## src/common/ccs_pkg.sv

```systemverilog
// Purpose: Shared constants and types for the CPU clock source selector.
// Assumes: Registers are reached over AHB-Lite with 32-bit words.
// Notes: Register data is 8 bits wide and sits in the low byte of a word.
package ccs_pkg;
	// ---------------------------------------------------------------
	// Register map
	// ---------------------------------------------------------------
	// Register indices; the bus byte address is four times the index.
	localparam logic [15:0] ADDR_SUB_MULT_SEL = 16'hff46;
	localparam logic [15:0] ADDR_SUB_OSC_MODE = 16'hfff0;
	localparam logic [15:0] ADDR_SUB_CTRL = 16'hfff2;
	localparam logic [15:0] ADDR_PROC_CLK = 16'hfffb;
	localparam logic [15:0] ADDR_STANDBY = 16'hff00;
	// ---------------------------------------------------------------
	// Field positions
	// ---------------------------------------------------------------
	localparam int BIT_SRC_SEL = 4;
	localparam int BIT_SRC_STATUS = 5;
	localparam int BIT_MULT_EN = 0;
	localparam int BIT_SUB_STOP = 0;
	localparam int BIT_FB_OFF = 1;
	localparam int BIT_DIV_SEL = 1;
	localparam int BIT_MAIN_STOP = 7;
	localparam int BIT_HALT = 0;
	localparam int BIT_STOP = 1;
	// ---------------------------------------------------------------
	// Reset values and write masks
	// ---------------------------------------------------------------
	localparam logic [7:0] RST_SUB_CTRL = 8'h00;
	localparam logic [7:0] RST_SUB_MULT = 8'h00;
	localparam logic [7:0] RST_SUB_OSC = 8'h00;
	localparam logic [7:0] RST_PROC_CLK = 8'h02;
	localparam logic [7:0] RST_STANDBY = 8'h00;
	localparam logic [7:0] MASK_SUB_CTRL = 8'h10;
	localparam logic [7:0] MASK_SUB_MULT = 8'h01;
	localparam logic [7:0] MASK_SUB_OSC = 8'h03;
	localparam logic [7:0] MASK_PROC_CLK = 8'h82;
	localparam logic [7:0] MASK_STANDBY = 8'h03;
	// ---------------------------------------------------------------
	// Timing
	// ---------------------------------------------------------------
	localparam int CLK_MHZ = 20;
	localparam int SWITCH_MAX_CLOCKS = 306;
	localparam int MAIN_SWITCH_CLOCKS = 4;
	localparam int MIN_SWITCH_CLOCKS = 2;
	// CPU clock choices.
	typedef enum logic [1:0] {
		CCS_SRC_MAIN_FAST,
		CCS_SRC_MAIN_DIV4,
		CCS_SRC_SUB_RAW,
		CCS_SRC_SUB_MULT
	} ccs_src_e;
	// Oscillator and clock gating controls.
	typedef struct packed {
		logic main_osc_run;
		logic sub_osc_run;
		logic feedback_resistor_off;
		logic mult_run;
		logic periph_clk_en;
		logic sub_periph_clk_en;
		logic adc_sub_clk_en;
	} ccs_gate_s;
endpackage

```

## src/hw/ccs_top.sv

```systemverilog
// Purpose: CPU clock source selection with AHB-Lite register access.
// Assumes: clk is the 20 MHz bus clock; ticks arrive as one-cycle pulses.
// Notes: Clock paths are modelled as enables built from oscillator ticks.
//
// The AHB-Lite register port is this design's own decision.
`timescale 1ns/1ns
module ccs_top
(
	input wire logic clk, // 20 MHz system clock.
	input wire logic reset_n, // Asynchronous reset, active low.
	input wire logic hsel, // AHB slave select.
	input wire logic [31:0] haddr, // AHB address.
	input wire logic [1:0] htrans, // AHB transfer type.
	input wire logic hwrite, // AHB write flag.
	input wire logic [2:0] hsize, // AHB transfer size.
	input wire logic [31:0] hwdata, // AHB write data.
	input wire logic hready, // AHB bus ready.
	output logic [31:0] hrdata, // AHB read data.
	output logic hreadyout, // Slave ready.
	output logic hresp, // Slave response, always OKAY.
	input wire logic main_tick, // Main oscillator tick pulse.
	input wire logic sub_tick, // Raw subsystem tick pulse.
	input wire logic mult_tick, // Multiplied subsystem tick pulse.
	input wire logic wake, // Standby release request pulse.
	output logic cpu_clk_en, // CPU clock enable pulse.
	output logic main_osc_en, // Main oscillator run enable.
	output logic sub_osc_en, // Subsystem oscillator run enable.
	output logic feedback_resistor_off, // Feedback resistor disconnect.
	output logic mult_en, // Multiplier run enable.
	output logic periph_clk_en, // Main-derived peripheral clock enable.
	output logic sub_periph_clk_en, // Sub-clocked peripherals enable.
	output logic adc_sub_clk_en, // Converter sub clock enable.
	output logic halt_active, // HALT standby in force.
	output logic stop_active // STOP standby in force.
);
	// ---------------------------------------------------------------
	// Bus address phase capture
	// ---------------------------------------------------------------
	logic wr_pend_reg, wr_pend_next;
	logic [15:0] addr_reg, addr_next;
	logic [7:0] ctrl_reg, ctrl_next;
	logic [7:0] mult_reg, mult_next;
	logic mult_locked_reg, mult_locked_next;
	logic [7:0] osc_reg, osc_next;
	logic [7:0] pcc_reg, pcc_next;
	logic [7:0] stby_reg, stby_next;
	logic src_sub_reg, src_sub_next;
	logic div4_reg, div4_next;
	logic mult_use_reg, mult_use_next;
	logic [8:0] sw_cnt_reg, sw_cnt_next;
	logic [1:0] div_cnt_reg, div_cnt_next;
	logic sub_half_reg, sub_half_next;
	logic mult_wait_reg, mult_wait_next;
	logic [31:0] rdata_next;
	logic [7:0] wbyte;
	logic addr_ok;
	logic want_sub;
	logic switching;

	// Register index match; every register owns one whole word, so two
	// registers with neighbouring indices never alias each other.
	function automatic logic hit(input logic [15:0] a,
		input logic [15:0] r);
		hit = (a == r);
	endfunction

	assign hreadyout = 1'b1;
	assign hresp = 1'b0;
	// Register data always sits in the low byte of the word.
	assign wbyte = hwdata[7:0];
	assign addr_ok = hit(addr_reg, ccs_pkg::ADDR_SUB_CTRL) ||
		hit(addr_reg, ccs_pkg::ADDR_SUB_MULT_SEL) ||
		hit(addr_reg, ccs_pkg::ADDR_SUB_OSC_MODE) ||
		hit(addr_reg, ccs_pkg::ADDR_PROC_CLK) ||
		hit(addr_reg, ccs_pkg::ADDR_STANDBY);

	// ---------------------------------------------------------------
	// Register writes and standby control
	// ---------------------------------------------------------------
	// Writes land one cycle after the address phase, single wait-free.
	always_comb
	begin
		wr_pend_next = hsel && hready && htrans[1] && hwrite;
		addr_next = (hsel && hready && htrans[1]) ?
			haddr[17:2] : addr_reg;
		ctrl_next = ctrl_reg;
		mult_next = mult_reg;
		mult_locked_next = mult_locked_reg;
		osc_next = osc_reg;
		pcc_next = pcc_reg;
		stby_next = stby_reg;
		if (wr_pend_reg && addr_ok)
		begin
			// byte writes
			// A bit set from software arrives as a whole byte write.
			if (hit(addr_reg, ccs_pkg::ADDR_SUB_CTRL))
				ctrl_next = wbyte & ccs_pkg::MASK_SUB_CTRL;
			if (hit(addr_reg, ccs_pkg::ADDR_SUB_MULT_SEL) &&
				!mult_locked_reg)
			begin
				mult_next = wbyte & ccs_pkg::MASK_SUB_MULT;
				mult_locked_next = 1'b1;
			end
			if (hit(addr_reg, ccs_pkg::ADDR_SUB_OSC_MODE))
				osc_next = wbyte & ccs_pkg::MASK_SUB_OSC;
			if (hit(addr_reg, ccs_pkg::ADDR_PROC_CLK))
			begin
				pcc_next = wbyte & ccs_pkg::MASK_PROC_CLK;
				if (!src_sub_reg)
					pcc_next[ccs_pkg::BIT_MAIN_STOP] = 1'b0;
			end
			if (hit(addr_reg, ccs_pkg::ADDR_STANDBY))
			begin
				stby_next = wbyte & ccs_pkg::MASK_STANDBY;
				if (src_sub_reg)
					stby_next[ccs_pkg::BIT_STOP] = 1'b0;
			end
		end
		// Wake wins over a standby write in the same cycle.
		if (wake)
			stby_next = ccs_pkg::RST_STANDBY;
	end

	// ---------------------------------------------------------------
	// Clock source switching
	// ---------------------------------------------------------------
	// source select
	assign want_sub = ctrl_reg[ccs_pkg::BIT_SRC_SEL];
	assign switching = (want_sub != src_sub_reg) ||
		(!want_sub && pcc_reg[ccs_pkg::BIT_DIV_SEL] != div4_reg);

	// The old source keeps driving while a count of its own ticks runs
	// out, so the CPU never sees a short pulse across the change.
	always_comb
	begin
		logic old_tick;
		old_tick = 1'b0;
		src_sub_next = src_sub_reg;
		div4_next = div4_reg;
		sw_cnt_next = sw_cnt_reg;
		mult_use_next = mult_reg[ccs_pkg::BIT_MULT_EN];
		old_tick = src_sub_reg ? sub_tick : main_tick;
		if (!switching)
			sw_cnt_next = 9'h000;
		else if (old_tick)
		begin
			sw_cnt_next = sw_cnt_reg + 9'h001;
			if ((!src_sub_reg && want_sub &&
				sw_cnt_reg >= 9'(ccs_pkg::SWITCH_MAX_CLOCKS - 1)) ||
				(!src_sub_reg && !want_sub &&
				sw_cnt_reg >= 9'(ccs_pkg::MAIN_SWITCH_CLOCKS - 1)) ||
				(src_sub_reg &&
				sw_cnt_reg >= 9'(ccs_pkg::MIN_SWITCH_CLOCKS - 1)))
			begin
				src_sub_next = want_sub;
				div4_next = pcc_reg[ccs_pkg::BIT_DIV_SEL];
				sw_cnt_next = 9'h000;
			end
		end
	end

	// ---------------------------------------------------------------
	// CPU clock enable generation
	// ---------------------------------------------------------------
	// divide choice
	always_comb
	begin
		div_cnt_next = div_cnt_reg;
		sub_half_next = sub_half_reg;
		mult_wait_next = mult_wait_reg;
		cpu_clk_en = 1'b0;
		if (main_tick && main_osc_en)
			div_cnt_next = div_cnt_reg + 2'b01;
		if (halt_active && mult_use_reg)
			mult_wait_next = 1'b1;
		else if (mult_wait_reg && sub_tick)
			mult_wait_next = 1'b0;
		if (!halt_active && !stop_active)
		begin
			if (!src_sub_reg)
				cpu_clk_en = main_tick && main_osc_en &&
					(!div4_reg || div_cnt_reg == 2'b11);
			else if (mult_use_reg)
				cpu_clk_en = mult_tick && !mult_wait_reg;
			else
			begin
				if (sub_tick && sub_osc_en)
					sub_half_next = !sub_half_reg;
				cpu_clk_en = sub_tick && sub_osc_en && sub_half_reg;
			end
		end
	end

	// ---------------------------------------------------------------
	// Oscillator and peripheral gating
	// ---------------------------------------------------------------
	assign halt_active = stby_reg[ccs_pkg::BIT_HALT];
	assign stop_active = stby_reg[ccs_pkg::BIT_STOP];
	assign main_osc_en = reset_n && !stop_active &&
		!pcc_reg[ccs_pkg::BIT_MAIN_STOP];
	assign sub_osc_en = !osc_reg[ccs_pkg::BIT_SUB_STOP];
	assign feedback_resistor_off = osc_reg[ccs_pkg::BIT_FB_OFF];
	// multiplier select
	// The output stays off through the wake wait, so neither the CPU nor
	// the converter sees the multiplier while it settles.
	assign mult_en = mult_use_reg && sub_osc_en && !halt_active &&
		!stop_active && !mult_wait_reg;
	assign periph_clk_en = main_tick && main_osc_en;
	assign sub_periph_clk_en = sub_tick && sub_osc_en;
	assign adc_sub_clk_en = mult_tick && mult_en;

	// ---------------------------------------------------------------
	// Read data
	// ---------------------------------------------------------------
	// status bit
	always_comb
	begin
		rdata_next = 32'h0000_0000;
		if (hsel && hready && htrans[1] && !hwrite)
		begin
			if (hit(haddr[17:2], ccs_pkg::ADDR_SUB_CTRL))
			begin
				rdata_next[7:0] = ctrl_reg;
				rdata_next[ccs_pkg::BIT_SRC_STATUS] = src_sub_reg;
			end
			else if (hit(haddr[17:2], ccs_pkg::ADDR_SUB_MULT_SEL))
				rdata_next[7:0] = mult_reg;
			else if (hit(haddr[17:2], ccs_pkg::ADDR_SUB_OSC_MODE))
				rdata_next[7:0] = osc_reg;
			else if (hit(haddr[17:2], ccs_pkg::ADDR_PROC_CLK))
				rdata_next[7:0] = pcc_reg;
			else if (hit(haddr[17:2], ccs_pkg::ADDR_STANDBY))
				rdata_next[7:0] = stby_reg;
		end
	end

	// ---------------------------------------------------------------
	// State registers
	// ---------------------------------------------------------------
	// control reset
	always_ff @(posedge clk or negedge reset_n)
	begin
		if (!reset_n)
		begin
			wr_pend_reg <= 1'b0;
			addr_reg <= 16'h0000;
			ctrl_reg <= ccs_pkg::RST_SUB_CTRL;
			mult_reg <= ccs_pkg::RST_SUB_MULT;
			mult_locked_reg <= 1'b0;
			osc_reg <= ccs_pkg::RST_SUB_OSC;
			pcc_reg <= ccs_pkg::RST_PROC_CLK;
			stby_reg <= ccs_pkg::RST_STANDBY;
			src_sub_reg <= 1'b0;
			div4_reg <= 1'b1;
			mult_use_reg <= 1'b0;
			sw_cnt_reg <= 9'h000;
			div_cnt_reg <= 2'b00;
			sub_half_reg <= 1'b0;
			mult_wait_reg <= 1'b0;
			hrdata <= 32'h0000_0000;
		end
		else
		begin
			wr_pend_reg <= wr_pend_next;
			addr_reg <= addr_next;
			ctrl_reg <= ctrl_next;
			mult_reg <= mult_next;
			mult_locked_reg <= mult_locked_next;
			osc_reg <= osc_next;
			pcc_reg <= pcc_next;
			stby_reg <= stby_next;
			src_sub_reg <= src_sub_next;
			div4_reg <= div4_next;
			mult_use_reg <= mult_use_next;
			sw_cnt_reg <= sw_cnt_next;
			div_cnt_reg <= div_cnt_next;
			sub_half_reg <= sub_half_next;
			mult_wait_reg <= mult_wait_next;
			hrdata <= rdata_next;
		end
	end
endmodule // ccs_top

```

## config.mk

```make
export PLATFORM = sky130hd
export DESIGN_NAME = ccs_top
export DESIGN_NICKNAME = d
export VERILOG_FILES = /design/src/common/ccs_pkg.sv /design/src/hw/ccs_top.sv
export SDC_FILE = /design/constraint.sdc
export NUM_CORES = 1
export LEC_CHECK = 0
export BUFFER_PORTS_ARGS = -buffer_cell sky130_fd_sc_hd__buf_2
export CORE_ASPECT_RATIO = 2
export CORE_UTILIZATION = 35
export DETAILED_ROUTE_END_ITERATION = 10
export PLACE_DENSITY_LB_ADDON = 0.05
export SLEW_MARGIN = 30
export SYNTH_ARGS = -nofsm -noshare
export SYNTH_HDL_FRONTEND = slang
export SYNTH_SLANG_ARGS = --single-unit
```

## constraint.sdc

```tcl
create_clock -name clk -period 2.9 [get_ports clk]
set_clock_uncertainty 0.05 [all_clocks]
set_input_delay 0.58 -clock clk [delete_from_list [all_inputs] [get_ports clk]]
set_output_delay 0.58 -clock clk [all_outputs]
set_load 0.05 [all_outputs]
```

# --- After elaboration in Yosys (flattened, before gate mapping) ---
# Cells that the tools add are included.
word_totals:
  rom_bits: 0
  in_bits: 78
  output_inout_bits: 44
  wordCells: 112
  ramBits: 0
  memories: 0
  latchBits: 0
  regBits: 56
op_classes:
  order_cmp: 3
  n_bitwise: 1
  eq_ne: 14
  n_mul: 0
  mux: 20
  div: 0
  n_reduce_logical: 56
  shifts: 0
  n_addsub: 2
ops:
  columns: ["cell", "n"]
  rows:
  - ["16-bit == test (second input constant)", 10]
  - ["8-bit 2-to-1 mux", 9]
  - ["1-bit logical AND", 27]
  - ["9-bit 2-to-1 mux", 3]
  - ["1-bit zero test", 11]
  - ["2-bit AND reduction", 5]
  - ["9-bit by 1-bit adder with 9-bit output (second input constant)", 1]
  - ["9-bit by 1-bit >= comparator with 1-bit output (second input constant)", 1]
  - ["9-bit by 2-bit >= comparator with 1-bit output (second input constant)", 1]
  - ["9-bit >= comparator (second input constant)", 1]
  - ["1-bit logical OR", 8]
  - ["1-bit 2-to-1 mux", 8]
  - ["2-bit nonzero test", 3]
  - ["4-bit AND reduction", 1]
  - ["3-bit AND reduction", 1]
  - ["2-bit by 1-bit adder with 2-bit output (second input constant)", 1]
  - ["2-bit == test (second input constant)", 1]
  - ["1-bit inequality test", 2]
  - ["2-bit by 1-bit inequality test with 1-bit output (second input constant)", 1]
  - ["1-bit inverter", 1]

# --- Longest topological paths before layout ---
depth:
  word_depth: 8
  ltp_mapped: 8

# --- Worst setup path after synthesis ---
# Ideal clock, no wire load.
synth_timing:
  path_type: "reg2out"
  from: "reg stby_reg[1]"
  to: "out cpu_clk_en"
  arrival_ns: 4.021
  slack_ns: -1.751
  t_required_ns: 2.270
  path_buffers: 0
  path_stages_with_launch: 6
  cell_sequence: "dfrtp_1 -> nor4bb_1 -> o21ai_0 -> nor2_1 -> a21oi_1 -> nor3_1"
synth_between:
  elab_chain_cells: 7
  word_cells_on_any_way: 8
  cone_classes: "2 x mux; 6 x reduce/logical"
synth_lines:
  columns: ["element", "line_no", "text"]
  rows:
  - ["start, declared", "ccs_top.sv:46", "logic [7:0] stby_reg, stby_next;"]
  - ["start signal, assigned", "ccs_top.sv:252", "stby_reg <= ccs_pkg::RST_STANDBY;"]
  - ["start signal, assigned", "ccs_top.sv:271", "stby_reg <= stby_next;"]
  - ["1-bit zero test", "ccs_top.sv:199", "assign main_osc_en = reset_n && !stop_active &&"]
  - ["1-bit logical AND (2 in series)", "ccs_top.sv:199", null]
  - ["1-bit logical AND", null, null]
  - ["named net periph_clk_en", "ccs_top.sv:30", "output logic periph_clk_en,"]
  - ["1-bit logical AND", "ccs_top.sv:181", "cpu_clk_en = main_tick && main_osc_en &&"]
  - ["1-bit 2-to-1 mux", "ccs_top.sv:180", "if (!src_sub_reg)"]
  - ["1-bit 2-to-1 mux", "ccs_top.sv:178", "if (!halt_active && !stop_active)"]
  - ["end, declared", "ccs_top.sv:25", "output logic cpu_clk_en,"]
# The timed path passes the listed nets, and every way through them passes these cells.

# --- Worst setup path after layout ---
layout_timing:
  from: "reg pcc_reg[7]"
  to: "out cpu_clk_en"
layout_between:
  elab_chain_cells: 6
layout_lines:
  columns: ["element", "line_no", "text"]
  rows:
  - ["start, declared", "ccs_top.sv:45", "logic [7:0] pcc_reg, pcc_next;"]
  - ["start signal, assigned", "ccs_top.sv:251", "pcc_reg <= ccs_pkg::RST_PROC_CLK;"]
  - ["start signal, assigned", "ccs_top.sv:270", "pcc_reg <= pcc_next;"]
  - ["1-bit zero test", "ccs_top.sv:200", "!pcc_reg[ccs_pkg::BIT_MAIN_STOP];"]
  - ["1-bit logical AND", "ccs_top.sv:199", null]
  - ["1-bit logical AND (2 in series)", "ccs_top.sv:181", null]
  - ["1-bit 2-to-1 mux", "ccs_top.sv:180", null]
  - ["1-bit 2-to-1 mux", "ccs_top.sv:178", null]
# No other way between the ends.

==> results.sh <==
export IMPL_ys_seq_elements=47
export IMPL_fin_util_pct=41.99
export IMPL_cts_tree="done"
export IMPL_crit_start="pcc_reg[7]$_DFFE_PN0P_"
export IMPL_setup_violations=0
export IMPL_cts_clk_slew_worst_paths_ns=0.06
export IMPL_synth_mux_area_share_pct=12.15
export IMPL_cts_setup_buffers=0
export IMPL_totalWireLength_mm=6.098
export IMPL_ys_flop_type="dfrtp_1"
export IMPL_hold_viol_final=0
export IMPL_max_freq_mhz=401.6
export IMPL_yosysSeqAreaShare_pct=44.88
export IMPL_cp_required_ns=2.27
export IMPL_syn_inst=259
export IMPL_drt_iter0_markers=83
export IMPL_r2r_start="ctrl_reg[4]$_DFFE_PN0P_"
export IMPL_rsz0062_at_grt="no"
export IMPL_firstDrtPassIters=6
export IMPL_gp_congestion=0.8091
export IMPL_synth_area_leaders="dfrtp_1, mux2_2, buf_4, nand2_1, nor2_1"
export IMPL_status="finished clean"
export IMPL_worst_pin_slew_ns=0.6142
export IMPL_antenna_found_initial=0
export IMPL_drc_errors=0
export IMPL_die_y_um=124.5
export IMPL_total_power_mw=1.965
export IMPL_synthXorXnorAreaFrac_pct=1.000
export IMPL_worstSkewPairLatency_ns=0.28
export IMPL_grt_usage_pct=16.10
export IMPL_dp_hpwl_mm=4.877
export IMPL_ios=122
export IMPL_synth_top_area_share_pct=42.88
export IMPL_start_kind="flip-flop"
export IMPL_synth_warnings=0
export IMPL_grt_max_degree=48
export IMPL_first_global_vias=1957
export IMPL_synthArstFlopShare_pct=100.0
export IMPL_vdd_drop_max_v=0.0004519
export IMPL_crit_type="flip-flop to primary output"
export IMPL_synth_common_cells="dfrtp_1, buf_4, mux2_2, nand2_1, nor2_1"
export IMPL_synth_edf_count=0
export IMPL_cts_resized=0
export IMPL_via_per_inst=4.995
export IMPL_vias=2013
export IMPL_ctsLongestPathBuffers=2
export IMPL_cts_sinks=47
export IMPL_syn_cell_area_mm2=0.002626
export IMPL_cts_htree_levels=2
export IMPL_synth_top_family_by_area="simple AND/OR/NAND/NOR gates"
export IMPL_fp_dieArea_mm2=0.007875
export IMPL_cts_root_buf="clkbuf_16"
export IMPL_post_route_period_util_pct=85.86
export IMPL_post_drt_wl_per_cell_um=15.13
export IMPL_ant_nets=0
export IMPL_fillers=776
export IMPL_p_per_area_mw_per_mm2=643.8
export IMPL_critPathMaxFanout=4
export IMPL_port_buffers=44
export IMPL_postLayoutSetupSlackWorst_ns=0.4101
export IMPL_grt_pass1_wl_mm=9.660
export IMPL_hold_class="input port to asynchronous set/reset pin"
export IMPL_nets=393
export IMPL_cts_inserted_buffers=5
export IMPL_largest_reg_flops=16
export IMPL_synth_fa_ha_area_share_pct=2.382
export IMPL_overflow=0
export IMPL_cts_hold_buf=0
export IMPL_place_ws_ns=0.3966
export IMPL_post_route_min_period_ns=2.490
export IMPL_p_leak_nw=1.439
export IMPL_slew_headroom_pct=58.94
export IMPL_yosysMostFrequentCell="dfrtp_1"
export IMPL_slew_violations=0
export IMPL_drv_cap=0
export IMPL_ys_types=49
export IMPL_synth_compound_area_share_pct=9.528
export IMPL_num_rows=44
export IMPL_fp_dieW_um=63.25
export IMPL_syn_avg_cell_area_um2=10.14
export IMPL_arrival_ns=1.86
export IMPL_finalSetupTns_ns=0
export IMPL_syn2layout_area_growth_pct=16.20
export IMPL_crit_path_end_kind="primary output"
export IMPL_post_synth_top_area_cell="dfrtp_1"
export IMPL_whs_ns=0.3962
export IMPL_coreArea_mm2=0.007267
export IMPL_yosys_area_share_simple_pct=19.01
export IMPL_start_util_pct=36.14
export IMPL_insertedDiodeCount=0
export IMPL_drive_gt1_share_pct=29.90
cell type report:
| type | count | area, um^2 | area share [%] |
|---|---|---|---|
| multi-input cells | 195 | 1308 | 42.85 |
| clock inverters | 3 | 15.01 | 0.4920 |
| repair buffers | 51 | 272.8 | 8.938 |
| clock buffers | 5 | 125.1 | 4.100 |
| flip-flops and latches | 47 | 1179 | 38.62 |
| well taps | 92 | 115.1 | 3.772 |
| inverters | 10 | 37.54 | 1.230 |
layer usage:
layer | up-vias | wire length (um) | GRT usage (%)
li1 | 974 | - | -
met1 | 991 | 2117 | 15.40
met2 | 39 | 3668 | 32.26
met3 | 9 | 159 | 2.198
met4 | 0 | 153 | 6.952
met5 | - | 0 | 0
cell usage in the layout (no fill, tap or decap), types with 3 or more instances in the layout:
cell,netlist,layout
and3_1,7,7
clkinv_2,0,3
a21oi_1,6,6
o21ai_0,9,9
dfrtp_1,45,45
nor3_1,9,8
nand4_1,6,6
ha_1,5,5
buf_2,1,44
buf_4,29,7
nand2_1,20,20
nor2_1,19,19
a2111oi_0,7,7
mux2_2,22,22
clkbuf_16,0,5
nand3_1,10,10
inv_1,10,10
conb_1,2,29
and2_1,3,3
mux2i_1,6,6
nor4_1,4,3
through the flow:
step / cell area (um^2) / std cells
2_1_floorplan: 2769 / 286
3_3_place_gp: 2912 / 395
3_5_place_dp: 2912 / 395
4_1_cts: 3052 / 403
5_1_grt: 3052 / 403
6_report: 3052 / 403
critical path, stage by stage, from the launching register on:
cell and delay (ns):
dfrtp_1 0.45, nor4bb_4 0.33, o21ai_0 0.12, nor2_1 0.17
a21oi_1 0.09, nor3_4 0.12, buf_2 0.28
report_power, final:
part | internal (mW) | switching [mW]
clock | 0.314 | 0.233
combinational | 0.207 | 0.378
sequential | 0.757 | 0.0750
total | 1.28 | 0.686
final timing paths:
| path | endpoint | slack (ns) | cells after the start |
|---|---|---|---|
| max in group asynchronous | mult_reg[0]$_DFFE_PN0P_ | 1.99 | 2 |
| worst max-delay path | cpu_clk_en | 0.41 | 6 |
| worst min-delay path | div_cnt_reg[0]$_DFFE_PN0P_ | 0.40 | 2 |
| worst max register to register | sw_cnt_reg[3]$_DFFE_PN0P_ | 0.68 | 7 |
| min in group clk | mult_use_reg$_DFF_PN0_ | 0.42 | 0 |
| worst min register to register | mult_use_reg$_DFF_PN0_ | 0.42 | 0 |
logic make-up (layout without fill, tap and decap cells):
group | count (synthesis) | in the layout
buf+inv | 44 | 69
xor+xnor | 3 | 3
mux | 29 | 29
fa+ha+maj | 5 | 5
compound gates | 35 | 35
flops | 47 | 47
other cells | 2 | 29
simple gates | 94 | 94
Power figures use the tool's default switching activity.
